**src/verilog/rpg_pkg.sv**
```systemverilog
package rpg_pkg;

  // ************************************************************
  // Register map (byte addresses on the APB bus)
  // ************************************************************
  localparam logic [7:0] ADDR_PG_DATA = 8'h00;
  localparam logic [7:0] ADDR_PG_CFG = 8'h04;
  localparam logic [7:0] ADDR_PG_PIN = 8'h08;
  localparam logic [7:0] ADDR_PL_DATA = 8'h0c;
  localparam logic [7:0] ADDR_PL_CFG = 8'h10;
  localparam logic [7:0] ADDR_PC_DATA = 8'h14;
  localparam logic [7:0] ADDR_PC_CFG = 8'h18;
  localparam logic [7:0] ADDR_PD_DATA = 8'h1c;
  localparam logic [7:0] ADDR_SUPV = 8'h20;
  localparam logic [7:0] ADDR_STATUS = 8'h24;
  localparam logic [7:0] ADDR_CPU_PTRS = 8'h28;
  localparam logic [7:0] ADDR_CTRL_A = 8'h2c;
  localparam logic [7:0] ADDR_CTRL_B = 8'h30;
  localparam logic [7:0] ADDR_PC_RST = 8'h34;

  // ************************************************************
  // Field positions and reset values
  // ************************************************************
  localparam int BIT_HALT = 7;
  localparam int BIT_IDLE = 6;
  localparam int BIT_ALT_SHIFT = 6;
  localparam int BIT_RESTART_DLY = 7;
  localparam int BIT_FAULT = 1;
  localparam logic [7:0] PG_IO_MASK = 8'h3d;
  localparam logic [7:0] PG_RD_MASK = 8'h3f;
  localparam logic [7:0] SP_RESET = 8'h6f;
  localparam logic [7:0] XPTR_ADDR = 8'hfc;
  localparam logic [7:0] SPTR_ADDR = 8'hfd;
  localparam logic [7:0] BPTR_ADDR = 8'hfe;
  localparam logic [7:0] RSVD_ADDR = 8'hff;
  localparam logic [7:0] PD_RESET = 8'hff;
  localparam logic [1:0] WIN_RESET = 2'h3;
  localparam logic [14:0] PC_RESET = 15'h0000;

  // ************************************************************
  // Timing (instruction-cycle clock, 8 ns)
  // ************************************************************
  localparam int CLK_NS = 8;
  localparam int WIN_MAX_CYC = 65536;
  localparam int FAULT_HOLD_MIN = 16;
  localparam int FAULT_HOLD_MAX = 32;
  localparam int RESTART_DELAY_NS = 2048;
  localparam int RESTART_DELAY_CYC = (RESTART_DELAY_NS + CLK_NS - 1) / CLK_NS;

  typedef enum logic [1:0] {
    PM_RUN,
    PM_IDLE,
    PM_HALT,
    PM_WAKE
  } rpg_pmode_t;

  typedef struct packed {
    logic [7:0] data;
    logic [7:0] cfg;
  } rpg_port_t;

  typedef struct packed {
    logic [7:0] out;
    logic [7:0] oe;
    logic [7:0] pu;
  } rpg_pins_t;

endpackage : rpg_pkg
```
**src/verilog/rpg_ctrl.sv**
```systemverilog
// Decided for this implementation: the APB slave port and the register addresses.
`timescale 1ns/1ps
module rpg_ctrl (
  // Clock and reset
  input wire logic pclk,
  input wire logic presetn,
  // APB slave
  input wire logic psel,
  input wire logic penable,
  input wire logic pwrite,
  input wire logic [7:0] paddr,
  input wire logic [31:0] pwdata,
  output logic [31:0] prdata,
  output logic pready,
  output logic pslverr,
  // Straps and status inputs
  input wire logic rc_osc_option,
  input wire logic osc_clk,
  input wire logic clk_ok,
  input wire logic [7:0] pg_in,
  // Port G pins
  output rpg_pkg::rpg_pins_t pg_pins,
  output logic oscillator_clock_output,
  output logic fault_output_pin_o,
  output logic fault_output_pin_oe,
  // Port L, C and D pins
  output rpg_pkg::rpg_pins_t pl_pins,
  output rpg_pkg::rpg_pins_t pc_pins,
  output logic [7:0] pd_out,
  // Mode and control outputs
  output logic halt_mode,
  output logic idle_mode,
  output logic alt_serial_shift_clock,
  output logic [7:0] converter_control_reg,
  output logic [7:0] stack_pointer
);

  // ************************************************************
  // Registers
  // ************************************************************
  rpg_pkg::rpg_port_t pg_r, pl_r, pc_r;
  rpg_pkg::rpg_pins_t pg_nxt, pl_nxt, pc_nxt;
  rpg_pkg::rpg_pmode_t pmode_r;
  logic [7:0] pd_r;
  logic [1:0] win_r;
  logic mon_r;
  logic fault_r;
  logic [5:0] ok_cnt_r;
  logic [16:0] wdog_cnt_r;
  logic [11:0] dly_cnt_r;
  logic [7:0] xptr_r, bptr_r, psw_r;
  logic [7:0] timer_serial_control_r, interrupt_control_r;
  logic [7:0] second_timer_control_r, wakeup_enable_r;
  logic [7:0] wakeup_edge_r, wakeup_pending_r;
  logic [14:0] pc_r_q;
  logic g7_d_r;
  logic wr, rd, wake;
  logic [31:0] rdata;

  assign wr = psel & penable & pwrite;
  assign rd = psel & ~penable & ~pwrite;
  // R/C option: G7 rising edge leaves HALT
  assign wake = rc_osc_option & pg_in[7] & ~g7_d_r;

  // ************************************************************
  // Port data and configuration registers
  // ************************************************************
  always_ff @(posedge pclk or negedge presetn) begin
    if (!presetn) begin
      pg_r <= '0;
      pl_r <= '0;
      pc_r <= '0;
      pd_r <= rpg_pkg::PD_RESET;
    end else if (wr) begin
      case (paddr)
        // Per-bit fields, each G I/O bit stands alone
        rpg_pkg::ADDR_PG_DATA: pg_r.data <= pwdata[7:0];
        rpg_pkg::ADDR_PG_CFG: pg_r.cfg <= pwdata[7:0];
        rpg_pkg::ADDR_PL_DATA: pl_r.data <= pwdata[7:0];
        rpg_pkg::ADDR_PL_CFG: pl_r.cfg <= pwdata[7:0];
        rpg_pkg::ADDR_PC_DATA: pc_r.data <= pwdata[7:0];
        rpg_pkg::ADDR_PC_CFG: pc_r.cfg <= pwdata[7:0];
        rpg_pkg::ADDR_PD_DATA: pd_r <= pwdata[7:0];
        default: ;
      endcase
    end
  end

  // ************************************************************
  // CPU-side control registers set by reset: stack pointer to 6F, the rest cleared
  // ************************************************************
  always_ff @(posedge pclk or negedge presetn) begin
    if (!presetn) begin
      pc_r_q <= rpg_pkg::PC_RESET;
      psw_r <= '0;
      timer_serial_control_r <= '0;
      interrupt_control_r <= '0;
      second_timer_control_r <= '0;
      wakeup_enable_r <= '0;
      wakeup_edge_r <= '0;
      wakeup_pending_r <= '0;
      converter_control_reg <= '0;
      stack_pointer <= rpg_pkg::SP_RESET;
      xptr_r <= '0;
      bptr_r <= '0;
    end else if (wr) begin
      case (paddr)
        rpg_pkg::ADDR_CTRL_A: begin
          psw_r <= pwdata[7:0];
          timer_serial_control_r <= pwdata[15:8];
          interrupt_control_r <= pwdata[23:16];
          second_timer_control_r <= pwdata[31:24];
        end
        rpg_pkg::ADDR_CTRL_B: begin
          wakeup_enable_r <= pwdata[7:0];
          wakeup_edge_r <= pwdata[15:8];
          wakeup_pending_r <= pwdata[23:16];
          converter_control_reg <= pwdata[31:24];
        end
        rpg_pkg::ADDR_CPU_PTRS: begin
          // Byte lanes follow pointer data addresses 0FC..0FF
          xptr_r <= pwdata[7:0];
          stack_pointer <= pwdata[15:8];
          bptr_r <= pwdata[23:16];
        end
        rpg_pkg::ADDR_PC_RST: pc_r_q <= pwdata[14:0];
        default: ;
      endcase
    end
  end

  // ************************************************************
  // Low-power mode control
  // ************************************************************
  // G7 sampled once a cycle; pin inputs are synchronous already
  always_ff @(posedge pclk or negedge presetn) begin
    if (!presetn) begin
      g7_d_r <= 1'b0;
    end else begin
      g7_d_r <= pg_in[7];
    end
  end

  always_ff @(posedge pclk or negedge presetn) begin
    if (!presetn) begin
      pmode_r <= rpg_pkg::PM_RUN;
      dly_cnt_r <= '0;
    end else begin
      case (pmode_r)
        rpg_pkg::PM_RUN: begin
          if (wr && paddr == rpg_pkg::ADDR_PG_DATA) begin
            if (pwdata[rpg_pkg::BIT_HALT]) begin
              pmode_r <= rpg_pkg::PM_HALT;
            end else if (pwdata[rpg_pkg::BIT_IDLE]) begin
              pmode_r <= rpg_pkg::PM_IDLE;
            end
          end
        end
        rpg_pkg::PM_IDLE: begin
          // Any later bus write ends IDLE
          if (wr) begin
            pmode_r <= rpg_pkg::PM_RUN;
          end
        end
        rpg_pkg::PM_HALT: begin
          if (wake) begin
            if (pg_r.cfg[rpg_pkg::BIT_RESTART_DLY]) begin
              pmode_r <= rpg_pkg::PM_WAKE;
              dly_cnt_r <= 12'(rpg_pkg::RESTART_DELAY_CYC - 1);
            end else begin
              pmode_r <= rpg_pkg::PM_RUN;
            end
          end
        end
        rpg_pkg::PM_WAKE: begin
          if (dly_cnt_r == '0) begin
            pmode_r <= rpg_pkg::PM_RUN;
          end else begin
            dly_cnt_r <= dly_cnt_r - 12'h001;
          end
        end
        default: pmode_r <= rpg_pkg::PM_RUN;
      endcase
    end
  end

  // ************************************************************
  // Supervisory timer and clock monitor
  // ************************************************************
  // Counters idle in reset, so neither detector can fire then
  always_ff @(posedge pclk or negedge presetn) begin
    if (!presetn) begin
      win_r <= rpg_pkg::WIN_RESET;
      mon_r <= 1'b1;
      wdog_cnt_r <= '0;
      ok_cnt_r <= '0;
      fault_r <= 1'b0;
    end else begin
      if (wr && paddr == rpg_pkg::ADDR_SUPV) begin
        win_r <= pwdata[1:0];
        mon_r <= pwdata[2];
        wdog_cnt_r <= '0;
      end else if (wdog_cnt_r < 17'(rpg_pkg::WIN_MAX_CYC)) begin
        wdog_cnt_r <= wdog_cnt_r + 17'h00001;
      end
      // Slow clock at or after reset: drive low, hold 16 cycles
      if (mon_r && !clk_ok) begin
        fault_r <= 1'b1;
        ok_cnt_r <= '0;
      end else if (fault_r) begin
        if (ok_cnt_r == 6'(rpg_pkg::FAULT_HOLD_MIN - 1)) begin
          fault_r <= 1'b0;
        end else begin
          ok_cnt_r <= ok_cnt_r + 6'h01;
        end
      end else if (wdog_cnt_r == 17'(rpg_pkg::WIN_MAX_CYC - 1)) begin
        fault_r <= 1'b1;
        ok_cnt_r <= '0;
      end
    end
  end

  // ************************************************************
  // Registered pin outputs
  // ************************************************************
  rpg_pin_mode u_pg (.regs(pg_r), .pins(pg_nxt));
  rpg_pin_mode u_pl (.regs(pl_r), .pins(pl_nxt));
  rpg_pin_mode u_pc (.regs(pc_r), .pins(pc_nxt));

  always_ff @(posedge pclk or negedge presetn) begin
    if (!presetn) begin
      pg_pins <= '0;
      pl_pins <= '0;
      pc_pins <= '0;
      pd_out <= rpg_pkg::PD_RESET;
      oscillator_clock_output <= 1'b0;
      fault_output_pin_o <= 1'b0;
      fault_output_pin_oe <= 1'b0;
      halt_mode <= 1'b0;
      idle_mode <= 1'b0;
      alt_serial_shift_clock <= 1'b0;
    end else begin
      // Only G0 and G2..G5 reach general port logic
      pg_pins.out <= pg_nxt.out & rpg_pkg::PG_IO_MASK;
      pg_pins.oe <= pg_nxt.oe & rpg_pkg::PG_IO_MASK;
      pg_pins.pu <= pg_nxt.pu & rpg_pkg::PG_IO_MASK;
      pl_pins <= pl_nxt;
      pc_pins <= pc_nxt;
      pd_out <= pd_r;
      oscillator_clock_output <= ~rc_osc_option & osc_clk;
      fault_output_pin_o <= 1'b0;
      fault_output_pin_oe <= fault_r;
      halt_mode <= pmode_r == rpg_pkg::PM_HALT ||
                   pmode_r == rpg_pkg::PM_WAKE;
      idle_mode <= pmode_r == rpg_pkg::PM_IDLE;
      alt_serial_shift_clock <= pg_r.cfg[rpg_pkg::BIT_ALT_SHIFT];
    end
  end

  // ************************************************************
  // APB read path, zero wait states
  // ************************************************************
  always_comb begin
    rdata = '0;
    case (paddr)
      // Special G6/G7 data bits never read back
      rpg_pkg::ADDR_PG_DATA:
        rdata = {24'h0, pg_r.data & rpg_pkg::PG_RD_MASK};
      rpg_pkg::ADDR_PG_CFG: rdata = {24'h0, pg_r.cfg};
      rpg_pkg::ADDR_PG_PIN: rdata = {24'h0, pg_in};
      rpg_pkg::ADDR_PL_DATA: rdata = {24'h0, pl_r.data};
      rpg_pkg::ADDR_PL_CFG: rdata = {24'h0, pl_r.cfg};
      rpg_pkg::ADDR_PC_DATA: rdata = {24'h0, pc_r.data};
      rpg_pkg::ADDR_PC_CFG: rdata = {24'h0, pc_r.cfg};
      rpg_pkg::ADDR_PD_DATA: rdata = {24'h0, pd_r};
      rpg_pkg::ADDR_SUPV: rdata = {29'h0, mon_r, win_r};
      rpg_pkg::ADDR_STATUS: rdata = {28'h0, fault_r, pmode_r, clk_ok};
      // Reserved byte 0FF reads zero
      rpg_pkg::ADDR_CPU_PTRS:
        rdata = {8'h0, bptr_r, stack_pointer, xptr_r};
      rpg_pkg::ADDR_CTRL_A: rdata = {second_timer_control_r,
        interrupt_control_r, timer_serial_control_r, psw_r};
      rpg_pkg::ADDR_CTRL_B: rdata = {converter_control_reg,
        wakeup_pending_r, wakeup_edge_r, wakeup_enable_r};
      rpg_pkg::ADDR_PC_RST: rdata = {17'h0, pc_r_q};
      default: rdata = '0;
    endcase
  end

  always_ff @(posedge pclk or negedge presetn) begin
    if (!presetn) begin
      prdata <= '0;
      pready <= 1'b0;
      pslverr <= 1'b0;
    end else begin
      pready <= psel & ~penable;
      pslverr <= 1'b0;
      if (rd) begin
        prdata <= rdata;
      end
    end
  end
endmodule : rpg_ctrl

```
**src/verilog/rpg_pin_mode.sv**
```systemverilog
`timescale 1ns/1ps
module rpg_pin_mode (
  // Register pair
  input wire rpg_pkg::rpg_port_t regs,
  // Pin controls
  output rpg_pkg::rpg_pins_t pins
);

  // ************************************************************
  // Per-bit pin mode decode
  // ************************************************************
  genvar i;
  generate
    for (i = 0; i < 8; i++) begin : g_bit
      // cfg:data 00 hi-z, 01 pull-up, 10 drive low, 11 drive high
      assign pins.oe[i] = regs.cfg[i];
      assign pins.out[i] = regs.cfg[i] & regs.data[i];
      assign pins.pu[i] = ~regs.cfg[i] & regs.data[i];
    end
  endgenerate

endmodule : rpg_pin_mode

```
**config.mk**
```make
export PLATFORM = sky130hd
export DESIGN_NAME = rpg_ctrl
export DESIGN_NICKNAME = d
export VERILOG_FILES = /design/src/verilog/rpg_pkg.sv /design/src/verilog/rpg_ctrl.sv /design/src/verilog/rpg_pin_mode.sv
export SDC_FILE = /design/constraint.sdc
export NUM_CORES = 1
export LEC_CHECK = 0
export ABC_AREA = 1
export BUFFER_PORTS_ARGS = -buffer_cell sky130_fd_sc_hd__buf_2
export CAP_MARGIN = 40
export CORE_ASPECT_RATIO = 0.5
export CORE_MARGIN = 1.5
export CORE_UTILIZATION = 60
export CTS_CLUSTER_DIAMETER = 80
export DETAILED_ROUTE_END_ITERATION = 7
export PLACE_DENSITY_LB_ADDON = 0.3
export SETUP_SLACK_MARGIN = 0.4
export SLEW_MARGIN = 20
export SYNTH_ARGS = -nofsm -noshare
export SYNTH_HDL_FRONTEND = slang
export SYNTH_SLANG_ARGS = --single-unit
```
**constraint.sdc**
```tcl
create_clock -name pclk -period 4.6 [get_ports pclk]
set_clock_uncertainty 0.15 [all_clocks]
set_input_delay 1.15 -clock pclk [delete_from_list [all_inputs] [get_ports pclk]]
set_output_delay 1.15 -clock pclk [all_outputs]
set_load 0.02 [all_outputs]
```
======== Yosys cells after proc, flatten, opt, wreduce, memory -nomap -nowiden ========
Cells that the tools add are included.
word-level totals
  bits in registers ....................... 308
  input port bits ......................... 56
  output and inout bits ................... 136
  logic and storage cells ................. 196
cells by class
  $add $sub $neg .......................... 3
  reductions and logical operators ........ 25
  bitwise operators ....................... 74
  magnitude comparators ................... 1
  multiplexer cells ....................... 23
  eq/ne operators ......................... 26
operator list
  kind                   count
  $pmux 32 s14           1
  $and 1x1->1            49
  $eq 8x6->1 const B     6
  $mux 12                3
  $mux 17                2
  $eq 8x5->1 const B     4
  $not 1->1              25
  $mux 6                 4
  $pmux 12 s2            1
  $reduce_and 2->1       12
  $add 17x1->17 const B  1
  $eq 17x16->1 const B   1
  $lt 17x17->1 const B   1
  $eq 8x4->1 const B     2
  $mux 2                 7
  $logic_not 12->1       1
  $ne 2x2->1 const B     6
  $sub 12x1->12 const B  1
  $eq 8x3->1 const B     1
  $logic_not 8->1        1
  $pmux 2 s4             1
  $add 6x1->6 const B    1
  $eq 6x4->1 const B     1
  $ne 3x3->1 const B     2
  11 further kinds       18

======== Depth between registers and ports, before layout ========
  word-level depth ........................ 5
  gate-level depth with buffers ........... 13

======== By module ========
Synthesis repeated with hierarchy kept, for this count alone.
second synthesis, totals
  cell total of the unflattened synthesis .. 1533
  area, all modules ....................... 13337.8 um^2
by module, submodules not included
  module        cells an instance  area each (um^2)  times used
  rpg_ctrl      1413               12737.2           1
  rpg_pin_mode  40                 200.2             3

======== Least setup slack after synthesis ========
Ideal clock, no wire load.
  kind .................................... input to register
  start point ............................. in paddr[7]
  end point ............................... reg stack_pointer[4]
  slack ................................... 2.242 ns
  stages .................................. 8
  buffers on the path ..................... 2
  data arrival time ....................... 2.078 ns
  cells stage by stage .................... nor2_4 > nand3_4 > nor2_4 > nand2_1 > buf_6 > buf_6 > nand2_1 > o21ai_0
between the ends
  word-level cells in the longest chain between the ends .. 2
ends and longest elaborated chain
  element                     line             text
  start: declaration          rpg_ctrl.sv:11   input wire logic [7:0] paddr,
  $eq 8x6->1                  rpg_ctrl.sv:107  case (paddr)
  $reduce_and 2->1 (no line)  --
  end signal: assignment      rpg_ctrl.sv:103  stack_pointer <= rpg_pkg::SP_RESET;
  end signal: assignment      rpg_ctrl.sv:123  stack_pointer <= pwdata[15:8];
  end: declaration            rpg_ctrl.sv:35   output logic [7:0] stack_pointer
No other way between the ends.
A chain may end at the register's enable or synchronous reset.

======== Final worst setup path ========
  start point ............................. in paddr[7]
  end point ............................... reg wakeup_edge_r[7]
between the ends
  word-level cells in the longest chain between the ends .. 2
ends and longest elaborated chain
  element                     line             text
  $eq 8x6->1                  rpg_ctrl.sv:107
  $reduce_and 2->1 (no line)  --
  end signal: assignment      rpg_ctrl.sv:116  wakeup_edge_r <= pwdata[15:8];
  end: declaration            rpg_ctrl.sv:54   logic [7:0] wakeup_edge_r, wakeup_pending_r;
No other way between the ends.

==> impl_metrics.py <==
metrics = {
    "final_layout": {
        "largest_reg_flops": 32,
        "syn_to_final_growth_pct": 14.8,
        "layout-drive-gt1-share": 0.179,
        "antenna_cells": 0,
        "layout.nets": 1713,
        "regMostFlops": "prdata",
        "finalInstanceArea_sq_um": 15100,
        "final_cell_mix": "nand2_1, dfrtp_1, buf_2",
        "top_regs": "prdata: 32 flops, pc_pins: 24 flops, pl_pins: 24 flops",
        "layout_commonest_cell": "nand2_1",
    },
    "floorplanning": {
        "rows": 38,
        "ioPinCount": 192,
        "die_x_microns": 212,
        "core_area_sq_um": 21600,
        "initial_core_util": 0.608,
        "die_area_sq_um": 22800,
        "die_h_microns": 108,
    },
    "sta": {
        "rsz0062_at_grt": "false",
        "drv_slew": 0,
        "fin_crit_sh": 0.619,
        "layout_setup_ws_ns": 1.75,
        "fmax_mhz": 351,
        "finalSetupTns_ns": 0,
        "final_hold_viol_count": 0,
        "max_slew_margin": 0.428,
        "tightest_slew_ns": 0.858,
        "finalSetupViolations": 0,
        "fin_crit_ns": 2.85,
    },
    "clock_tree": {
        "cts_sinks": 308,
        "cts_hold_buf": 0,
        "cts-root-buf": "clkbuf_16",
        "cts_setup_buffers": 0,
        "clk_pin_slew_worst_paths_ns": 0.07,
        "clock_latency_ns": 0.55,
        "cts_tree": "done",
        "cts_made_buffers": 26,
        "cts_max_path_buffers": 3,
        "htree_num_levels": 1,
        "ctsResizeCount": 0,
    },
    "pwr": {
        "p_per_area_nw_per_um2": 368,
        "ir_worst_vdd_uv": 204,
        "p_int_mw": 4.16,
        "seq_power_share": 0.518,
        "switching_power_mw": 1.39,
        "power_frac_comb": 0.077,
        "leakagePower_nw": 8.15,
        "clock_power_share": 0.405,
        "switching_share": 0.250,
    },
    "placement": {
        "place_hpwl_mm": 21.3,
        "postPlaceCellArea_sq_um": 14200,
        "place_ws_ns": 1.17,
        "gp_congestion": 0.933,
        "io_buffers": 180,
    },
    "run_status": {
        "status": "completed",
    },
    "synth": {
        "synthFlopType": "dfrtp_1",
        "ys_types": 39,
        "yosysWarnings": 0,
        "ys_ff_latch": 308,
        "async_reset_ff_frac": 1.00,
        "netlist_instances": 1489,
        "synth.cell_area_sq_um": 13100,
        "postSynthAreaPerCell_sq_um": 8.82,
        "synth_edf_count": 0,
        "ys_seq_area_frac": 0.589,
    },
    "setup_path": {
        "regToRegSetupSlack_ns": 2.40,
        "path_cells": "buf_2 -> nor2_4 -> nand3_1 -> nor2_2 -> buf_4 -> nand2_2 -> buf_16 -> nand2_1 -> o21ai_0",
        "worstSetupPathType": "in -> reg",
        "end_kind": "flip-flop",
        "start_kind": "input pin",
        "worstPathRequired_ns": 4.87,
        "cp.arrival_ns": 3.11,
        "cp_slowest_cell": "nand2_2",
        "worstPathMaxFanout": 34,
        "max_stage_delay_ns": 0.46,
    },
    "global_route": {
        "grt_max_degree": 108,
        "grt_pass1_wl_mm": 51.3,
        "antenna_found_initial": 0,
        "grt_pass1_vias": 10100,
        "gr-total-overflow": 0,
        "grtUsageTotal": 0.287,
    },
    "drt": {
        "wl_per_cell_microns": 16.0,
        "num_vias": 10600,
        "first_pass_iters": 6,
        "via_per_inst": 5.38,
        "post-route-drc-count": 0,
        "drtIter0Drc": 1090,
        "totalWireLength_mm": 31.5,
        "antenna_left": 0,
    },
    "hold_path": {
        "min_path_type": "reg -> reg",
    },
    "run": {
        "cap_violations": 0,
    },
}
-- per-layer routing --
layer | share of wire | wire [microns] | GRT usage | up-vias
li1 | - | - | - | 5002
met1 | 0.43 | 13700 | 0.409 | 5143
met3 | 0.074 | 2340 | 0.0487 | 59
met5 | 0 | 0 | 0 | -
met2 | 0.47 | 14700 | 0.461 | 404
met4 | 0.024 | 762 | 0.0719 | 0
-- synth_stat cells (2+ instances only) --
library cell    n  area (sq um)
nor2_2          5          31.3
buf_4          14           105
clkbuf_2        3          15.0
clkbuf_1       17          63.8
a21oi_1        11          55.1
o21ai_1        40           200
nand3_1        72           360
nand4_1        14          87.6
nand3b_1        6          45.0
nor3b_1         2          15.0
nor3_1          9          45.0
nor3_2          2          20.0
buf_2          23           115
ha_1            5          62.6
o21ai_0       148           741
nand2_2         8          50.1
nand2_4         5          56.3
nor2_1         91           342
xor2_1          5          43.8
a22o_1          8          70.1
inv_1         142           533
nand3_2         3          30.0
nand2_1       510          1910
nand3_4         2          35.0
a22oi_1         2          15.0
dfrtp_1       283          7080
dfstp_2        25           657
xnor2_1         2          17.5
buf_6          11           124
nor2_4         12           135
-- final timing paths --
check / depth (start not counted) / startpoint / endpoint
max in group asynchronous: 2 / presetn / stack_pointer[6]
worst max register to register: 13 / wdog_cnt_r[0] / ok_cnt_r[5]
worst min register to register: 0 / pd_r[0] / pd_out[0]
worst min-delay path: 0 / pd_r[0] / pd_out[0]
min in group asynchronous: 1 / presetn / pc_r[3]
worst max-delay path: 9 / paddr[7] / wakeup_edge_r[7]
-- power by group through the flow --
stage	Clock [mW]	Sequential [mW]	Combinational [mW]
global route	2.38	2.88	0.491
floorplan	0	2.91	0.249
CTS	2.28	2.87	0.430
global placement	0	2.91	0.406
finish	2.25	2.87	0.429
detailed placement	0	2.92	0.424
-- worst max-delay path: cells and delay by family --
kind | cells | cell delay, ns
buffers and inverters | 3 | 0.82
AO/OA/AOI/OAI | 1 | 0.09
AND/OR/NAND/NOR | 5 | 1.04
-- cells by family (layout without fill, tap and decap cells) --
group | count (synthesis) | in the layout | synth area share
DFF | 308 | 308 | 0.589
other | 1 | 11 | 0.000286
and+or+nand+nor | 742 | 742 | 0.242
adders and majority gates | 5 | 5 | 0.00476
AOI/OAI and AO/OA | 215 | 215 | 0.0861
xor gates and xnor gates | 7 | 7 | 0.00467
buffers and inverters | 211 | 384 | 0.0731
-- cell type report --
type | count | area, sq um
Timing Repair Buffer | 193 | 1080
Sequential cell | 308 | 7740
Clock inverter | 11 | 121
Inverter | 143 | 537
Tap cell | 300 | 375
Clock buffer | 37 | 743
Multi-Input combinational cell | 980 | 4470
Fill cell | 1649 | 6520
-- through the flow --
step / std cells / total power, mW / utilization / hold slack [ns]
6_report: 1972 / 5.55 / 0.698 / 0.227
5_1_grt: 1972 / 5.75 / 0.698 / 0.232
3_3_place_gp: 1920 / 3.32 / 0.655 / 0.214
2_1_floorplan: 1499 / 3.16 / - / 0.211
4_1_cts: 1970 / 5.57 / 0.697 / 0.226
3_5_place_dp: 1922 / 3.34 / 0.657 / 0.217
(Power assumes the default switching activity.)
